==> src/rtl/udgc_pkg.sv <==
package udgc_pkg;

  // Timing
  localparam int CLK_HZ = 50_000_000;
  localparam int CYCLES_PER_US = CLK_HZ / 1_000_000;
  localparam int DISCHARGE_US = 100;
  localparam int HNP_WAIT_US = 3000;
  localparam int SUSPEND_IDLE_US = 3000;
  localparam int DISCHARGE_CYCLES = DISCHARGE_US * CYCLES_PER_US;
  localparam int HNP_WAIT_CYCLES = HNP_WAIT_US * CYCLES_PER_US;
  localparam int SUSPEND_IDLE_CYCLES = SUSPEND_IDLE_US * CYCLES_PER_US;

  // Register byte offsets
  localparam logic [11:0] DEVICE_CONTROL_OFS = 12'h000;
  localparam logic [11:0] IRQ_FLAGS_OFS = 12'h004;
  localparam logic [11:0] IRQ_FLAG_CLEAR_OFS = 12'h008;
  localparam logic [11:0] IRQ_ENABLE_OFS = 12'h010;
  localparam logic [11:0] IRQ_ENABLE_CLEAR_OFS = 12'h014;
  localparam logic [11:0] IRQ_ENABLE_SET_OFS = 12'h018;
  localparam logic [11:0] ADDRESS_SPAN_OFS = 12'h820;
  localparam logic [11:0] NAME_ONE_OFS = 12'h824;
  localparam logic [11:0] NAME_TWO_OFS = 12'h828;
  localparam logic [11:0] DUAL_ROLE_STATE_OFS = 12'h82c;

  // Device control fields
  localparam int LOW_SPEED_BIT = 12;
  localparam int REMOTE_WAKE_BIT = 9;
  localparam int DETACH_BIT = 8;
  localparam int ADDRESS_ENABLE_BIT = 7;
  localparam int ADDRESS_WIDTH = 7;
  localparam logic [31:0] DEVICE_CONTROL_RESET = 32'h0000_0100;

  // Interrupt flag fields
  localparam int BUS_IDLE_BIT = 0;
  localparam int FRAME_START_BIT = 2;
  localparam int END_OF_BUS_RESET_BIT = 3;
  localparam int LINE_ACTIVITY_BIT = 4;
  localparam int END_OF_RESUME_BIT = 5;
  localparam int UPSTREAM_RESUME_BIT = 6;
  localparam int ENDPOINT_LSB = 12;
  localparam int ENDPOINT_COUNT = 7;
  localparam int DMA_LSB = 25;
  localparam int DMA_COUNT = 6;
  localparam logic [31:0] IRQ_FLAG_MASK = 32'h7e07_f07d;
  localparam logic [31:0] IRQ_FLAGS_RESET = 32'h0000_0000;
  localparam logic [31:0] IRQ_ENABLE_RESET = 32'h0000_0000;
  localparam int FRAME_NUMBER_WIDTH = 11;

  typedef enum logic [3:0] {
    A_IDLE = 4'h0,
    A_WAIT_VRISE = 4'h1,
    A_WAIT_BCON = 4'h2,
    A_HOST = 4'h3,
    A_SUSPEND = 4'h4,
    A_PERIPHERAL = 4'h5,
    A_WAIT_VFALL = 4'h6,
    A_VBUS_ERR = 4'h7,
    A_WAIT_DISCHARGE = 4'h8,
    B_IDLE = 4'h9,
    B_PERIPHERAL = 4'ha,
    B_WAIT_BEGIN_HNP = 4'hb,
    B_WAIT_DISCHARGE = 4'hc,
    B_WAIT_ACON = 4'hd,
    B_HOST = 4'he,
    B_SRP_INIT = 4'hf
  } udgc_drd_state_t;

  localparam udgc_drd_state_t DRD_STATE_RESET = B_IDLE;

endpackage

==> src/rtl/udgc_fsm_if.sv <==
`timescale 1ns/10ps
interface udgc_fsm_if;
  logic id_pin;
  logic vbus_valid;
  logic session_valid;
  logic vbus_overcurrent;
  logic vbus_request;
  logic srp_request;
  logic hnp_request;
  logic peer_connect;
  logic bus_suspended;
  logic [3:0] drd_state;

  modport ctrl (
    output id_pin, vbus_valid, session_valid, vbus_overcurrent, vbus_request,
    output srp_request, hnp_request, peer_connect, bus_suspended,
    input drd_state
  );
  modport fsm (
    input id_pin, vbus_valid, session_valid, vbus_overcurrent, vbus_request,
    input srp_request, hnp_request, peer_connect, bus_suspended,
    output drd_state
  );
endinterface

==> src/rtl/udgc_drd_fsm.sv <==
`timescale 1ns/10ps
module udgc_drd_fsm #(
  parameter int DISCHARGE_CYCLES = udgc_pkg::DISCHARGE_CYCLES,
  parameter int HNP_WAIT_CYCLES = udgc_pkg::HNP_WAIT_CYCLES
) (
  input wire logic clk,
  input wire logic rstn,
  udgc_fsm_if.fsm bus
);

  udgc_pkg::udgc_drd_state_t state_reg;
  udgc_pkg::udgc_drd_state_t state_next;
  logic [31:0] timer_reg;
  logic discharge_done;
  logic hnp_wait_done;

  assign discharge_done = timer_reg >= 32'(DISCHARGE_CYCLES - 1);
  assign hnp_wait_done = timer_reg >= 32'(HNP_WAIT_CYCLES - 1);

  always_ff @(posedge clk) begin
    if (!rstn) begin
      state_reg <= udgc_pkg::DRD_STATE_RESET;
    end else begin
      state_reg <= state_next;
    end
  end

  // Dwell timer restarts on every state change
  always_ff @(posedge clk) begin
    if (!rstn) begin
      timer_reg <= 32'h0000_0000;
    end else if (state_next != state_reg) begin
      timer_reg <= 32'h0000_0000;
    end else if (timer_reg != 32'hffff_ffff) begin
      timer_reg <= timer_reg + 32'h0000_0001;
    end
  end

  always_comb begin
    state_next = state_reg;
    unique case (state_reg)
      udgc_pkg::A_IDLE: begin
        if (bus.id_pin) state_next = udgc_pkg::B_IDLE;
        else if (bus.vbus_request) state_next = udgc_pkg::A_WAIT_VRISE;
      end
      udgc_pkg::A_WAIT_VRISE: begin
        if (bus.vbus_overcurrent) state_next = udgc_pkg::A_VBUS_ERR;
        else if (bus.vbus_valid) state_next = udgc_pkg::A_WAIT_BCON;
      end
      udgc_pkg::A_WAIT_BCON: begin
        if (bus.vbus_overcurrent) state_next = udgc_pkg::A_VBUS_ERR;
        else if (bus.peer_connect) state_next = udgc_pkg::A_HOST;
      end
      udgc_pkg::A_HOST: begin
        if (bus.vbus_overcurrent) state_next = udgc_pkg::A_VBUS_ERR;
        else if (bus.bus_suspended) state_next = udgc_pkg::A_SUSPEND;
      end
      udgc_pkg::A_SUSPEND: begin
        if (bus.vbus_overcurrent) state_next = udgc_pkg::A_VBUS_ERR;
        else if (!bus.peer_connect) state_next = udgc_pkg::A_PERIPHERAL;
        else if (!bus.bus_suspended) state_next = udgc_pkg::A_HOST;
      end
      udgc_pkg::A_PERIPHERAL: begin
        if (bus.vbus_overcurrent) state_next = udgc_pkg::A_VBUS_ERR;
        else if (bus.bus_suspended) state_next = udgc_pkg::A_WAIT_DISCHARGE;
      end
      udgc_pkg::A_WAIT_VFALL: begin
        if (!bus.session_valid) state_next = udgc_pkg::A_IDLE;
      end
      udgc_pkg::A_VBUS_ERR: begin
        if (!bus.vbus_overcurrent) state_next = udgc_pkg::A_WAIT_VFALL;
      end
      udgc_pkg::A_WAIT_DISCHARGE: begin
        if (discharge_done) state_next = udgc_pkg::A_WAIT_BCON;
      end
      udgc_pkg::B_IDLE: begin
        if (!bus.id_pin) state_next = udgc_pkg::A_IDLE;
        else if (bus.session_valid) state_next = udgc_pkg::B_PERIPHERAL;
        else if (bus.srp_request) state_next = udgc_pkg::B_SRP_INIT;
      end
      udgc_pkg::B_PERIPHERAL: begin
        if (!bus.session_valid) state_next = udgc_pkg::B_IDLE;
        else if (bus.bus_suspended) state_next = udgc_pkg::B_WAIT_BEGIN_HNP;
      end
      udgc_pkg::B_WAIT_BEGIN_HNP: begin
        if (!bus.session_valid) state_next = udgc_pkg::B_IDLE;
        else if (!bus.bus_suspended) state_next = udgc_pkg::B_PERIPHERAL;
        else if (hnp_wait_done && bus.hnp_request) begin
          state_next = udgc_pkg::B_WAIT_DISCHARGE;
        end
      end
      udgc_pkg::B_WAIT_DISCHARGE: begin
        if (discharge_done) state_next = udgc_pkg::B_WAIT_ACON;
      end
      udgc_pkg::B_WAIT_ACON: begin
        if (!bus.session_valid) state_next = udgc_pkg::B_IDLE;
        else if (bus.peer_connect) state_next = udgc_pkg::B_HOST;
      end
      udgc_pkg::B_HOST: begin
        if (!bus.session_valid) state_next = udgc_pkg::B_IDLE;
        else if (!bus.peer_connect) state_next = udgc_pkg::B_PERIPHERAL;
      end
      udgc_pkg::B_SRP_INIT: begin
        if (bus.session_valid) state_next = udgc_pkg::B_PERIPHERAL;
        else if (!bus.srp_request) state_next = udgc_pkg::B_IDLE;
      end
    endcase
  end

  assign bus.drd_state = state_reg;

endmodule

==> src/rtl/udgc_top.sv <==
// How it works
// State field reports A-device states with codes 0 to 8.
// State field reports B-device states with codes 9 to 15; reset is 9.
// Discharge-wait states 8 and 12 hold 100 us; 12 moves toward host.
// State 11 waits 3 ms and a negotiation request before moving on.
// Low-speed bit 12 always writable; disable or freeze never resets it.
// Remote wake bit 9 requests resume; clears when sent or on bus reset.
// Detach bit 8 drops the pull-up; control resets to 0x100, detached.
// Address-enable bit 7 set by writing one; cleared by bus reset.
// Device address field holds bus address; cleared by bus reset.
// DMA flags 25 to 30 follow their channel interrupt sources.
// Endpoint flags 12 to 18 follow their endpoint interrupt sources.
// Upstream resume flag 6 sets when resume sent; write-one clears.
// End-of-resume flag 5 sets on host end of resume; write-one clears.
// Line activity flag 4 sets on wake by line, even frozen; suspend clears.
// Line activity flag also clears by write-one with clock running.
// End-of-bus-reset flag 3 sets at reset end; write-one clears.
// Frame flag 2 sets on each frame start, frame number updated too.
// Suspend flag 0 sets after 3 ms idle; write-one or wake clears.
// Read-only word reports the register address span size.
// Two read-only words hold the controller name in ASCII.
// Write-one clear register at 0x008; zeros ignored; reads zero.
// Enable bits set and cleared through their own set and clear words.
// Interrupt output high while any flag and its enable are both one.
`timescale 1ns/10ps
module udgc_top #(
  parameter int DISCHARGE_CYCLES = udgc_pkg::DISCHARGE_CYCLES,
  parameter int HNP_WAIT_CYCLES = udgc_pkg::HNP_WAIT_CYCLES,
  parameter int SUSPEND_IDLE_CYCLES = udgc_pkg::SUSPEND_IDLE_CYCLES,
  // Arbitrary identity and span values
  parameter logic [31:0] NAME_WORD_ONE = 32'h5553_4243,
  parameter logic [31:0] NAME_WORD_TWO = 32'h4f52_4530,
  parameter logic [31:0] ADDRESS_SPAN = 32'h0000_1000
) (
  input wire logic clk,
  input wire logic rstn,
  input wire logic reg_wr,
  input wire logic reg_rd,
  input wire logic [11:0] reg_addr,
  input wire logic [31:0] reg_wdata,
  output logic [31:0] reg_rdata,
  input wire logic controller_enable,
  input wire logic clock_freeze,
  input wire logic id_pin,
  input wire logic vbus_valid,
  input wire logic session_valid,
  input wire logic vbus_overcurrent,
  input wire logic vbus_request,
  input wire logic srp_request,
  input wire logic hnp_request,
  input wire logic peer_connect,
  input wire logic line_j_idle,
  input wire logic line_activity,
  input wire logic bus_reset,
  input wire logic frame_start,
  input wire logic [10:0] frame_number_in,
  input wire logic end_of_resume,
  input wire logic resume_sent,
  input wire logic [6:0] endpoint_irq,
  input wire logic [5:0] dma_channel_irq,
  output logic low_speed_force,
  output logic pullup_detach,
  output logic remote_wake_request,
  output logic address_enable,
  output logic [6:0] device_address,
  output logic [10:0] frame_number,
  output logic usb_irq
);

  function automatic logic reg_hit(input logic [11:0] addr, input logic [11:0] ofs);
    reg_hit = (addr == ofs);
  endfunction

  udgc_fsm_if fsm_bus ();

  logic clock_live;
  logic ctrl_wr;
  logic flag_clr_wr;
  logic en_clr_wr;
  logic en_set_wr;
  logic [31:0] flag_clear;
  logic [31:0] flag_set;
  logic [31:0] flags_reg;
  logic [31:0] flags_next;
  logic [31:0] enable_reg;
  logic [31:0] enable_next;
  logic [31:0] control_word;
  logic [31:0] read_word;
  logic [31:0] rdata_reg;
  logic low_speed_reg;
  logic detach_reg;
  logic remote_wake_reg;
  logic remote_wake_next;
  logic address_enable_reg;
  logic address_enable_next;
  logic [6:0] address_reg;
  logic [10:0] frame_number_reg;
  logic bus_reset_q;
  logic end_of_bus_reset;
  logic [31:0] idle_count_reg;
  logic bus_suspended_reg;
  logic suspend_detect;
  logic wake_detect;

  // Bus-side flag events other than line wake need a running, enabled controller
  assign clock_live = controller_enable && !clock_freeze;

  assign ctrl_wr = reg_wr && reg_hit(reg_addr, udgc_pkg::DEVICE_CONTROL_OFS);
  assign flag_clr_wr = reg_wr && reg_hit(reg_addr, udgc_pkg::IRQ_FLAG_CLEAR_OFS);
  assign en_clr_wr = reg_wr && reg_hit(reg_addr, udgc_pkg::IRQ_ENABLE_CLEAR_OFS);
  assign en_set_wr = reg_wr && reg_hit(reg_addr, udgc_pkg::IRQ_ENABLE_SET_OFS);

  assign fsm_bus.id_pin = id_pin;
  assign fsm_bus.vbus_valid = vbus_valid;
  assign fsm_bus.session_valid = session_valid;
  assign fsm_bus.vbus_overcurrent = vbus_overcurrent;
  assign fsm_bus.vbus_request = vbus_request;
  assign fsm_bus.srp_request = srp_request;
  assign fsm_bus.hnp_request = hnp_request;
  assign fsm_bus.peer_connect = peer_connect;
  assign fsm_bus.bus_suspended = bus_suspended_reg;

  udgc_drd_fsm #(
    .DISCHARGE_CYCLES(DISCHARGE_CYCLES),
    .HNP_WAIT_CYCLES(HNP_WAIT_CYCLES)
  ) u_drd_fsm (
    .clk(clk),
    .rstn(rstn),
    .bus(fsm_bus)
  );

  // Low-speed select ignores enable and freeze on purpose
  always_ff @(posedge clk) begin
    if (!rstn) begin
      low_speed_reg <= udgc_pkg::DEVICE_CONTROL_RESET[udgc_pkg::LOW_SPEED_BIT];
    end else if (ctrl_wr) begin
      low_speed_reg <= reg_wdata[udgc_pkg::LOW_SPEED_BIT];
    end
  end

  always_ff @(posedge clk) begin
    if (!rstn) begin
      detach_reg <= udgc_pkg::DEVICE_CONTROL_RESET[udgc_pkg::DETACH_BIT];
    end else if (ctrl_wr && clock_live) begin
      detach_reg <= reg_wdata[udgc_pkg::DETACH_BIT];
    end
  end

  // Write of one wins over a same-cycle clear
  always_comb begin
    remote_wake_next = remote_wake_reg;
    if (bus_reset || resume_sent) begin
      remote_wake_next = 1'b0;
    end
    if (ctrl_wr && clock_live && reg_wdata[udgc_pkg::REMOTE_WAKE_BIT]) begin
      remote_wake_next = 1'b1;
    end
  end

  always_ff @(posedge clk) begin
    if (!rstn) begin
      remote_wake_reg <= udgc_pkg::DEVICE_CONTROL_RESET[udgc_pkg::REMOTE_WAKE_BIT];
    end else begin
      remote_wake_reg <= remote_wake_next;
    end
  end

  always_comb begin
    address_enable_next = address_enable_reg;
    if (bus_reset) begin
      address_enable_next = 1'b0;
    end
    if (ctrl_wr && clock_live && reg_wdata[udgc_pkg::ADDRESS_ENABLE_BIT]) begin
      address_enable_next = 1'b1;
    end
  end

  always_ff @(posedge clk) begin
    if (!rstn) begin
      address_enable_reg <= udgc_pkg::DEVICE_CONTROL_RESET[udgc_pkg::ADDRESS_ENABLE_BIT];
    end else begin
      address_enable_reg <= address_enable_next;
    end
  end

  always_ff @(posedge clk) begin
    if (!rstn) begin
      address_reg <= udgc_pkg::DEVICE_CONTROL_RESET[udgc_pkg::ADDRESS_WIDTH-1:0];
    end else if (ctrl_wr && clock_live) begin
      address_reg <= reg_wdata[udgc_pkg::ADDRESS_WIDTH-1:0];
    end else if (bus_reset) begin
      address_reg <= 7'h00;
    end
  end

  always_ff @(posedge clk) begin
    if (!rstn) begin
      bus_reset_q <= 1'b0;
    end else begin
      bus_reset_q <= bus_reset;
    end
  end

  assign end_of_bus_reset = bus_reset_q && !bus_reset && clock_live;

  always_ff @(posedge clk) begin
    if (!rstn) begin
      frame_number_reg <= 11'h000;
    end else if (frame_start && clock_live) begin
      frame_number_reg <= frame_number_in;
    end
  end

  // Idle counter saturates so one idle period gives one suspend event
  always_ff @(posedge clk) begin
    if (!rstn) begin
      idle_count_reg <= 32'h0000_0000;
    end else if (!line_j_idle || !clock_live) begin
      idle_count_reg <= 32'h0000_0000;
    end else if (idle_count_reg != 32'(SUSPEND_IDLE_CYCLES)) begin
      idle_count_reg <= idle_count_reg + 32'h0000_0001;
    end
  end

  assign suspend_detect = clock_live && line_j_idle &&
                          (idle_count_reg == 32'(SUSPEND_IDLE_CYCLES - 1));

  // Line wake is accepted while frozen; only a suspended bus can wake
  assign wake_detect = controller_enable && line_activity && bus_suspended_reg;

  always_ff @(posedge clk) begin
    if (!rstn) begin
      bus_suspended_reg <= 1'b0;
    end else if (suspend_detect) begin
      bus_suspended_reg <= 1'b1;
    end else if (line_activity || bus_reset || !controller_enable) begin
      bus_suspended_reg <= 1'b0;
    end
  end

  always_comb begin
    flag_set = 32'h0000_0000;
    flag_set[udgc_pkg::BUS_IDLE_BIT] = suspend_detect;
    flag_set[udgc_pkg::FRAME_START_BIT] = frame_start && clock_live;
    flag_set[udgc_pkg::END_OF_BUS_RESET_BIT] = end_of_bus_reset;
    flag_set[udgc_pkg::LINE_ACTIVITY_BIT] = wake_detect;
    flag_set[udgc_pkg::END_OF_RESUME_BIT] = end_of_resume && clock_live;
    flag_set[udgc_pkg::UPSTREAM_RESUME_BIT] = resume_sent && clock_live;
  end

  // Write-one clears; the upstream resume and line activity flags ignore it while frozen
  always_comb begin
    flag_clear = 32'h0000_0000;
    if (flag_clr_wr) begin
      flag_clear = reg_wdata & udgc_pkg::IRQ_FLAG_MASK;
      flag_clear[udgc_pkg::ENDPOINT_LSB +: udgc_pkg::ENDPOINT_COUNT] = 7'h00;
      flag_clear[udgc_pkg::DMA_LSB +: udgc_pkg::DMA_COUNT] = 6'h00;
      if (clock_freeze) begin
        flag_clear[udgc_pkg::UPSTREAM_RESUME_BIT] = 1'b0;
        flag_clear[udgc_pkg::LINE_ACTIVITY_BIT] = 1'b0;
      end
    end
    if (suspend_detect) begin
      flag_clear[udgc_pkg::LINE_ACTIVITY_BIT] = 1'b1;
    end
    if (wake_detect) begin
      flag_clear[udgc_pkg::BUS_IDLE_BIT] = 1'b1;
    end
  end

  always_comb begin
    flags_next = ((flags_reg & ~flag_clear) | flag_set) & udgc_pkg::IRQ_FLAG_MASK;
    flags_next[udgc_pkg::ENDPOINT_LSB +: udgc_pkg::ENDPOINT_COUNT] = endpoint_irq;
    flags_next[udgc_pkg::DMA_LSB +: udgc_pkg::DMA_COUNT] = dma_channel_irq;
  end

  always_ff @(posedge clk) begin
    if (!rstn) begin
      flags_reg <= udgc_pkg::IRQ_FLAGS_RESET;
    end else begin
      flags_reg <= flags_next;
    end
  end

  always_comb begin
    enable_next = enable_reg;
    if (en_clr_wr) begin
      enable_next = enable_reg & ~reg_wdata;
    end
    if (en_set_wr) begin
      enable_next = enable_reg | reg_wdata;
    end
    enable_next = enable_next & udgc_pkg::IRQ_FLAG_MASK;
  end

  always_ff @(posedge clk) begin
    if (!rstn) begin
      enable_reg <= udgc_pkg::IRQ_ENABLE_RESET;
    end else begin
      enable_reg <= enable_next;
    end
  end

  always_comb begin
    control_word = 32'h0000_0000;
    control_word[udgc_pkg::LOW_SPEED_BIT] = low_speed_reg;
    control_word[udgc_pkg::REMOTE_WAKE_BIT] = remote_wake_reg;
    control_word[udgc_pkg::DETACH_BIT] = detach_reg;
    control_word[udgc_pkg::ADDRESS_ENABLE_BIT] = address_enable_reg;
    control_word[udgc_pkg::ADDRESS_WIDTH-1:0] = address_reg;
  end

  // Write-only words and unmapped offsets read as zero
  always_comb begin
    read_word = 32'h0000_0000;
    if (reg_hit(reg_addr, udgc_pkg::DEVICE_CONTROL_OFS)) begin
      read_word = control_word;
    end else if (reg_hit(reg_addr, udgc_pkg::IRQ_FLAGS_OFS)) begin
      read_word = flags_reg;
    end else if (reg_hit(reg_addr, udgc_pkg::IRQ_ENABLE_OFS)) begin
      read_word = enable_reg;
    end else if (reg_hit(reg_addr, udgc_pkg::ADDRESS_SPAN_OFS)) begin
      read_word = ADDRESS_SPAN;
    end else if (reg_hit(reg_addr, udgc_pkg::NAME_ONE_OFS)) begin
      read_word = NAME_WORD_ONE;
    end else if (reg_hit(reg_addr, udgc_pkg::NAME_TWO_OFS)) begin
      read_word = NAME_WORD_TWO;
    end else if (reg_hit(reg_addr, udgc_pkg::DUAL_ROLE_STATE_OFS)) begin
      read_word = {28'h0000000, fsm_bus.drd_state};
    end
  end

  always_ff @(posedge clk) begin
    if (!rstn) begin
      rdata_reg <= 32'h0000_0000;
    end else if (reg_rd) begin
      rdata_reg <= read_word;
    end
  end

  assign reg_rdata = rdata_reg;
  assign low_speed_force = low_speed_reg;
  assign pullup_detach = detach_reg;
  assign remote_wake_request = remote_wake_reg;
  assign address_enable = address_enable_reg;
  assign device_address = address_reg;
  assign frame_number = frame_number_reg;
  assign usb_irq = |(flags_reg & enable_reg);

endmodule

==> config.mk <==
export PLATFORM = sky130hd
export DESIGN_NAME = udgc_top
export DESIGN_NICKNAME = d
export VERILOG_FILES = /design/src/rtl/udgc_pkg.sv /design/src/rtl/udgc_fsm_if.sv /design/src/rtl/udgc_drd_fsm.sv /design/src/rtl/udgc_top.sv
export SDC_FILE = /design/constraint.sdc
export NUM_CORES = 1
export LEC_CHECK = 0
export BUFFER_PORTS_ARGS = -buffer_cell sky130_fd_sc_hd__buf_4
export CAP_MARGIN = 30
export CORE_UTILIZATION = 40
export DETAILED_ROUTE_END_ITERATION = 10
export MAX_ROUTING_LAYER = met4
export PLACE_DENSITY = 0.68
export SYNTH_ARGS = -nofsm -noshare
export SYNTH_HDL_FRONTEND = slang
export SYNTH_HIERARCHICAL = 1
export SYNTH_SLANG_ARGS = --single-unit
export TNS_END_PERCENT = 100
==> constraint.sdc <==
create_clock -name clk -period 2.4 [get_ports clk]
set_input_delay 0.48 -clock clk [delete_from_list [all_inputs] [get_ports clk]]
set_output_delay 0.48 -clock clk [all_outputs]
set_load 0.05 [all_outputs]
==> results of run 1 <==
area by class of cell:
| class | count | area share [%] |
|---|---|---|
| Sequential cell | 155 | 30.04 |
| Tap cell | 265 | 3.196 |
| Clock inverter | 12 | 1.327 |
| Multi-Input combinational cell | 736 | 43.96 |
| Inverter | 15 | 0.5428 |
| Timing Repair Buffer | 222 | 16.62 |
| Clock buffer | 20 | 4.306 |
cells in the final DEF, fill, tap and decap left out, types with 6 or more instances in the layout:
cell       count
a32oi_1        6
nor2_2        11
nand3b_1       7
nand4_1       18
nor2_1        87
nor4_1        16
nand3_1       48
and4_1        13
a31oi_1        9
nor3b_1        7
o31ai_1        6
buf_4        215
nand2b_1      11
mux2i_1       24
and2_1        18
o21ai_0       25
xor2_1        20
nor2b_1        7
nand2_1      140
nor3_1        26
or3_1         10
a22oi_1       11
dfxtp_1      148
xnor2_1       37
a21oi_1       53
and3_1         8
inv_1         13
clkbuf_16     18
worst max-delay path: stages (launching register included):
cell and delay, ps:
dfxtp_2 320, buf_6 130, buf_4 130, nor4bb_2 170, o211a_1 140, nor4b_1 440, nand3b_1 120, o2bb2ai_1 260
o2111ai_4 210, buf_12 180, clkbuf_16 160, nor2_1 100
through the flow:
stage / utilization [%] / power [mW]
final: 53.13 / 7.259
after global routing: 53.13 / 7.558
after CTS: 52.12 / 7.014
after detailed placement: 48.98 / 4.314
after global placement: 48.98 / 4.319
after floorplan: - / 3.815
report_power, final:
| group | switching (mW) | internal, mW | total, mW |
|---|---|---|---|
| logic | 0.958 | 0.882 | 1.84 |
| clock network | 1.11 | 1.57 | 2.68 |
| registers | 0.0884 | 2.65 | 2.74 |
final timing paths:
path	from	to	slack, ps	depth (start not counted)
hold reg to reg	frame_number[4]	frame_number[4]	450	2
hold / removal	dma_channel_irq[0]	flags_reg[25]	250	2
setup reg to reg	u_drd_fsm/bus.drd_state[0]	u_drd_fsm/timer_reg[6]	-20	11
setup / recovery	u_drd_fsm/bus.drd_state[0]	u_drd_fsm/timer_reg[6]	-20	11
layer usage:
layer  up-vias  global-route usage [%]
li1       3797                       -
met1      3623                   28.20
met2       269                   36.94
met3        45                   5.366
met4         0                   8.263
met5         -                       -
cells by family after synthesis:
family	Yosys count	share of synthesized area, %
simple gates	479	31.38
compound gates	168	14.23
flops	155	38.91
buf+inv	84	5.680
xor+xnor	57	6.261
mux	24	3.013
fa+ha+maj	3	0.4708
other cells	1	0.04703
what timing repair did:
action,CTS,global route
hold buffers,0,0
gates cloned,0,2
pin swaps,2,2
setup buffers,1,3
resized for setup,6,28
setup endpoints to repair,32,32
==> impl_results.md, run 1 <==
* Status: finished, violations left
* Failing checks: negative setup slack
* CORE AREA at 19530 sq um
* Pleak at 3.980 nW
* Max Cap Viol at 0
* Synth-to-layout area growth at 30.10%
* Top Metal Used: met4
* Max-slew headroom at between 50 and 60%
* Crit path kind: reg -> reg
* Met2 wire len at 10900 um
* Met1 wire length at 10000 um
* H-tree depth at 4
* Final setup TNS at -144.0 ps
* Warnings, synthesis at 6
* Std cell rows at 51
* Drt wl/cell at around 16 um
* Yosys top cell area share at 38.91%
* Top cells by area, synth: dfxtp_1 (39%), nand2_1 (6.6%), nor2_1 (4.1%), xnor2_1 (4.1%), a21oi_1 (3.3%)
* Most common flop cell mapped by yosys: dfxtp_1
* Die area at 20500 sq um
* Unrepaired setup endpoints after global routing: true
* Fin crit period at 2423 ps
* Skew-Pair Late Insertion Delay at 430 ps
* Post-DP Area at roughly 9600 sq um
* Nets at 1238
* I/O pins at 143
* GR Util All Layers at between 20 and 25%
* Unique masters post-synth at 85
* DR iter-0 viols at roughly 530
* Initial antenna violation count at 0
* Yosys top cell by area: dfxtp_1
* Post-synth EDFFs at 0
* CP Launch Type: flop
* Final Skew at between 9 and 10 ps
* Commonest cells in the netlist: dfxtp_1 (155), nand2_1 (140), nor2_1 (88), a21oi_1 (53), nand3_1 (48)
* Number of CTS-inserted buffers at 17
* Antenna diode count at 0
* Syn Area/Cell at roughly 8.2 sq um
* Hold WC Path Type: in -> reg
* WL met3 at roughly 1600 um
* Antenna viol nets, final at 0
* Slew Limit Fails at 0
* Initial Utilization at 40.84%
* Cell with the most instances after synthesis: dfxtp_1
* IO Port Bufs at approximately 130
* Design area at 10370 sq um
* Post-synthesis sequential area ratio at between 30% and 40%
* Achievable Freq at 412.8 MHz
* Gpl congestion at between 0.9 and 1
* Number of global-route vias before repair at 7078
* Final cell count without fillers at 1425
* Max VDD drop at 534.3 uV
* Period utilization at 100.9%
* First-pass GRT wire length at 35890 um
* Share of cells above drive strength 1 at 26.64%
* Synth async-reset ratio at 0%
* Final HPWL DP at 16660 um
* Placed Cells incl. Taps at 1387
* Die Wd at 143.2 um
* Pin count of the biggest net entering global routing at 42
* CP Max Fanout at 8
* Worst Tran Pin Value at 684.8 ps
* Crit path DAT at 2800 ps
* Final setup violation count at 8
* Via count at 7734
* Vias per inst at 5.427
* Mapped cell area at 7974 sq um
* Final wirelength at 23110 um
* Die height at around 140 um
* Power per cell area at 699.7 nW/um^2
* Final hold violation count at 0
* Hold_ws at 253.4 ps
* CTS tree: built
* CP endpoint kind: flop
* Clock sinks at between 150 and 200
* Fillers at 1841
* Root Buffer: clkbuf_16
* Drc violations at 0
* Synthesized instance count at slightly below 1000
* Worst path required time at 2770 ps
* Clock Path Buffers at 2
* Synth Register Bits at 155
* Global route overflow at 0
* Reg area at between 3000 and 4000 sq um
* Drt first pass iters at 5
* Footprint of the multi-input gates at 4561 sq um
* Clock transition at the registers of the reported paths at 70 ps
* Pre-CTS setup slack at -132.2 ps
* Fin worst setup slack at -22.68 ps
Note: power is estimated with default switching activity, not from simulation.
==> run 2, diff against run 1 <==
--- a/config.mk
+++ b/config.mk
@@ -9,8 +9,7 @@
 export CAP_MARGIN = 30
 export CORE_UTILIZATION = 40
 export DETAILED_ROUTE_END_ITERATION = 10
-export MAX_ROUTING_LAYER = met4
-export PLACE_DENSITY = 0.68
+export PLACE_DENSITY = 0.65
 export SYNTH_ARGS = -nofsm -noshare
 export SYNTH_HDL_FRONTEND = slang
 export SYNTH_HIERARCHICAL = 1
==> constraint.sdc (replaced) <==
create_clock -name clk -period 2.6 [get_ports clk]
set_input_delay 0.52 -clock clk [delete_from_list [all_inputs] [get_ports clk]]
set_output_delay 0.52 -clock clk [all_outputs]
set_load 0.05 [all_outputs]
==> impl_results.md, run 2 (synthesis results as in run 1) <==
* Gpl congestion at approximately 0.89
* Initial antenna violation count at 2
* Via count at 7468
* Die Wd at between 100 and 150 um
* Clock sinks at 155
* Pleak at 3.675 nW
* CORE AREA at 19530 sq um
* GR Util All Layers at 22.14%
* IO Port Bufs at 128
* Critical-path top delay cell: dfxtp_2
* Unrepaired setup endpoints after global routing: false
* Final hold violation count at 0
* Crit path kind: reg -> reg
* Vias per inst at 5.408
* Drc violations at 0
* Final HPWL DP at 16030 um
* Fillers at 1915
* Slew Limit Fails at 0
* Power per cell area at 626.8 nW/um^2
* Initial Utilization at 40.84%
* Commonest non-fill, non-tap cell in the layout: buf_4
* Drt wl/cell at between 15 and 20 um
* CTS tree: built
* Pin count of the biggest net entering global routing at 36
* Antenna viol nets, final at 0
* CP bufs+invs at 2
* Status: finished, final reports clean
* Final Skew at 8.430 ps
* CP top delay family: compound AO/OA/AOI/OAI gates
* I/O pins at 143
* Max VDD drop at 485.5 uV
* Final wirelength at about 22000 um
* Placed Cells incl. Taps at 1347
* H-tree depth at 4
* CP endpoint kind: flop
* Final setup violation count at 0
* Skew-Pair Late Insertion Delay at 420 ps
* Fin crit period at approximately 2400 ps
* Drt first pass iters at 5
* Global route overflow at 0
* Reg area at ~3100 sq um
* Clock transition at the registers of the reported paths at ~60 ps
* Clock Path Buffers at 2
* Std cell rows at 51
* Nets at 1193
* Critical Path Max Stage Delay at 380 ps
* Die height at 143.2 um
* Die area at 20500 sq um
* Crit path cell chain: buf_4 > and3b_1 > o211ai_1 > o311ai_1 > a211o_1 > nor4_2 > o2111ai_2 > buf_12 > nor3_1
* Hold WC Path Type: in -> reg
* CP Launch Type: flop
* Final cell count without fillers at 1381
* Period utilization at 93.04%
* Max Cap Viol at 0
* Root Buffer: clkbuf_16
* Footprint of the multi-input gates at 4452 sq um
* CP Max Fanout at 32
* Hold_ws at 302.0 ps
* Number of CTS-inserted buffers at 17
* Max-slew headroom at 56.69%
* Synth-to-layout area growth at 23.82%
* Worst Tran Pin Value at 643.8 ps
* Number of global-route vias before repair at 6994
* DR iter-0 viols at 428
* Share of cells above drive strength 1 at 22.06%
* Achievable Freq at 413.4 MHz
* Crit path DAT at roughly 2800 ps
* First-pass GRT wire length at approximately 35000 um
* Worst path required time at between 2000 and 3000 ps
* Commonest cells after routing, fill and taps aside: buf_4 (174), dfxtp_1 (153), nand2_1 (140)
run 2: path summary, 6_finish.rpt:
check,startpoint,endpoint,slack [ps],depth (start not counted)
hold reg to reg,reg_rdata[25],reg_rdata[25],460,1
setup reg to reg,u_drd_fsm/bus.drd_state[1],u_drd_fsm/timer_reg[24],180,9
hold / removal,dma_channel_irq[4],flags_reg[29],300,2
setup / recovery,u_drd_fsm/bus.drd_state[1],u_drd_fsm/timer_reg[24],180,9
run 2: repair_timing:
action / in CTS / in global routing
hold buffers: 0 / 0
resized for setup: 0 / 4
setup buffers: 0 / 1
setup endpoints to repair: 0 / 32
run 2: layer usage:
layer	global-route usage, %	vias up	wire length, um
li1	-	3706	-
met1	27.40	3494	9825
met2	35.69	220	10280
met3	5.667	46	1398
met4	10.75	2	722
met5	0	-	17
run 2: through the flow:
step	power (mW)	setup slack (ps)	TNS, ps	instance area (sq um)	util, %
5_1_grt	6.466	37.60	0	9871	50.55
2_1_floorplan	3.522	44.47	0	7989	-
6_report	6.189	181.0	0	9873	50.56
3_3_place_gp	3.855	-22.26	-58.75	9289	47.57
4_1_cts	6.220	72.21	0	9848	50.44
3_5_place_dp	3.862	-22.43	-68.36	9289	47.57
run 2: cell type report:
type	instances	area share, %
multi-input combinational	736	45.09
sequential	155	31.45
timing repair buffer	177	13.84
clock buffer	23	4.740
tap	265	3.358
clock inverter	9	0.9251
inverter	15	0.5703
antenna	1	0.02535
run 2: report_power, final:
| group | switching, mW | internal, mW |
|---|---|---|
| clock | 0.984 | 1.37 |
| sequential | 0.104 | 2.44 |
| combinational | 0.732 | 0.562 |
| total | 1.82 | 4.37 |
==> run 3, diff against run 2 <==
--- a/config.mk
+++ b/config.mk
@@ -7,9 +7,9 @@
 export LEC_CHECK = 0
 export BUFFER_PORTS_ARGS = -buffer_cell sky130_fd_sc_hd__buf_4
 export CAP_MARGIN = 30
-export CORE_UTILIZATION = 40
+export CORE_UTILIZATION = 35
 export DETAILED_ROUTE_END_ITERATION = 10
-export PLACE_DENSITY = 0.65
+export PLACE_DENSITY = 0.59
 export SYNTH_ARGS = -nofsm -noshare
 export SYNTH_HDL_FRONTEND = slang
 export SYNTH_HIERARCHICAL = 1
==> impl_results.md, run 3 (synthesis results as in run 1) <==
* Pre-CTS setup slack at -15.30 ps
* Critical Path Max Stage Delay at between 300 and 400 ps
* FF-to-FF Start: u_drd_fsm/timer_reg[30]
* Crit path DAT at between 2000 and 3000 ps
* Max Cap Viol at 0
* Vias per inst at 5.289
* Initial Utilization at 36.09%
* CORE AREA at 22090 sq um
* DR iter-0 viols at 478
* Via count at 7410
* CTS tree: built
* Internal reg-to-reg setup slack at about 180 ps
* Clock sinks at 155
* Final Skew at 12.39 ps
* Worst Tran Pin Value at 681.6 ps
* IO Port Bufs at roughly 130
* Unrepaired setup endpoints after global routing: false
* Met1 usage at between 20% and 30%
* Commonest non-fill, non-tap cell in the layout: buf_4
* First-pass GRT wire length at 36640 um
* Std cell rows at 54
* Skew-Pair Late Insertion Delay at 430 ps
* Crit path cell chain: nor4_2 > nand4_1 > buf_4 > buf_4 > a211o_1 > nor3b_2 > nor4_2 > o2111ai_2 > buf_12 > nor3_1
* CP Launch Type: flop
* Achievable Freq at between 400 and 500 MHz
* Final cell count without fillers at 1401
* Number of global-route vias before repair at 6933
* CP bufs+invs at 3
* Die Wd at ~150 um
* Final wirelength at between 20000 and 25000 um
* GR Util met3 at 4.877%
* Max VDD drop at 393.0 uV
* Fillers at about 2200
* Fin worst setup slack at between 150 and 200 ps
* H-tree depth at 4
* Clock Path Buffers at 2
* Reg area at 3109 sq um
* Status: finished, final reports clean
* GR Util met2 at a little under a third
* Final HPWL DP at 16430 um
* Drt wl/cell at 16.25 um
* Critical-path top delay cell: dfxtp_1
* Nets at around 1200
* Commonest cells after routing, fill and taps aside: buf_4 (179), dfxtp_1 (152), nand2_1 (140)
* Hold depth at 2
* CP endpoint kind: flop
* Worst path required time at 2950 ps
* Die height at 152.9 um
* Initial antenna violation count at 1
* Period utilization at 93.22%
* Number of CTS-inserted buffers at 17
* CP top delay family: simple AND/OR/NAND/NOR gates
* Power per cell area at ~640 nW/um^2
* Global route overflow at 0
* Fin crit period at 2424 ps
* Critical R2R Capture: u_drd_fsm/timer_reg[24]
* Hold WC Path Type: in -> reg
* Root Buffer: clkbuf_16
* GR Util All Layers at approximately a fifth
* Hold Path Sink: flags_reg[26]
* Crit path kind: reg -> reg
* I/O pins at 143
* Antenna viol nets, final at 0
* Placed Cells incl. Taps at 1366
* Worst Reg-to-Reg Cells at 10
* Pin count of the biggest net entering global routing at 36
* Final setup violation count at 0
* Drc violations at 0
* CP Max Fanout at 32
* Final hold violation count at 0
* Footprint of the multi-input gates at 4467 sq um
* Drt first pass iters at 5
* GRT busiest layer: met2
* Synth-to-layout area growth at 25.01%
* Final setup TNS at 0 ps
* Share of cells above drive strength 1 at 23.06%
* HP Start: dma_channel_irq[1]
* Gpl congestion at about 0.86
* Pleak at 3.728 nW
* Die area at around 23000 sq um
* Max-slew headroom at a little over half
* Slew Limit Fails at 0
* Clock transition at the registers of the reported paths at 70 ps
[run 3: layer usage]
| layer | wire, um | vias to the layer above |
|---|---|---|
| li1 | - | 3713 |
| met1 | 10770 | 3482 |
| met2 | 10490 | 190 |
| met3 | 1137 | 25 |
| met4 | 372 | 0 |
| met5 | 0 | - |
[run 3: how the worst max path moves through the flow]
stage / depth (start not counted) / start / slack, ps / to
finish: 10 / u_drd_fsm/timer_reg[30] / 180 / u_drd_fsm/timer_reg[24]
global route: 9 / u_drd_fsm/timer_reg[20] / 0.03 / u_drd_fsm/timer_reg[24]
detailed placement: 7 / reg_addr[6] / -20 / device_address[2]
floorplan: 8 / reg_addr[6] / 40 / reg_rdata[6]
global placement: 7 / reg_addr[6] / 7 / reg_rdata[0]
CTS: 8 / u_drd_fsm/timer_reg[25] / 2 / u_drd_fsm/timer_reg[24]
[run 3: layout make-up]
class	count	area share [%]
Timing Repair Buffer	181	13.88
Sequential cell	155	31.19
Tap cell	280	3.514
Antenna cell	2	0.05021
Multi-Input combinational cell	736	44.81
Clock inverter	13	1.544
Inverter	15	0.5648
Clock buffer	19	4.443
[run 3: what timing repair did]
action	in CTS	in global routing
resized for setup	1	9
hold buffers	0	0
gates cloned	0	0
buffers inserted	0	1
pin swaps	0	2
endpoints found under the setup margin	1	32
[run 3: metrics by stage]
stage | cell area [sq um] | util [%] | total power, mW | hold WS, ps
CTS | 9923 | 44.91 | 6.437 | 278.5
floorplan | 7989 | - | 3.522 | 446.4
finish | 9968 | 45.12 | 6.410 | 294.3
global placement | 9325 | 42.21 | 3.880 | 442.2
global route | 9963 | 45.10 | 6.694 | 284.8
detailed placement | 9325 | 42.21 | 3.887 | 445.5
[run 3: where the power goes]
group	total [mW]	internal, mW	switching (mW)
Clock	2.55	1.47	1.08
Sequential	2.55	2.44	0.112
Combinational	1.31	0.572	0.735
Total	6.41	4.48	1.93
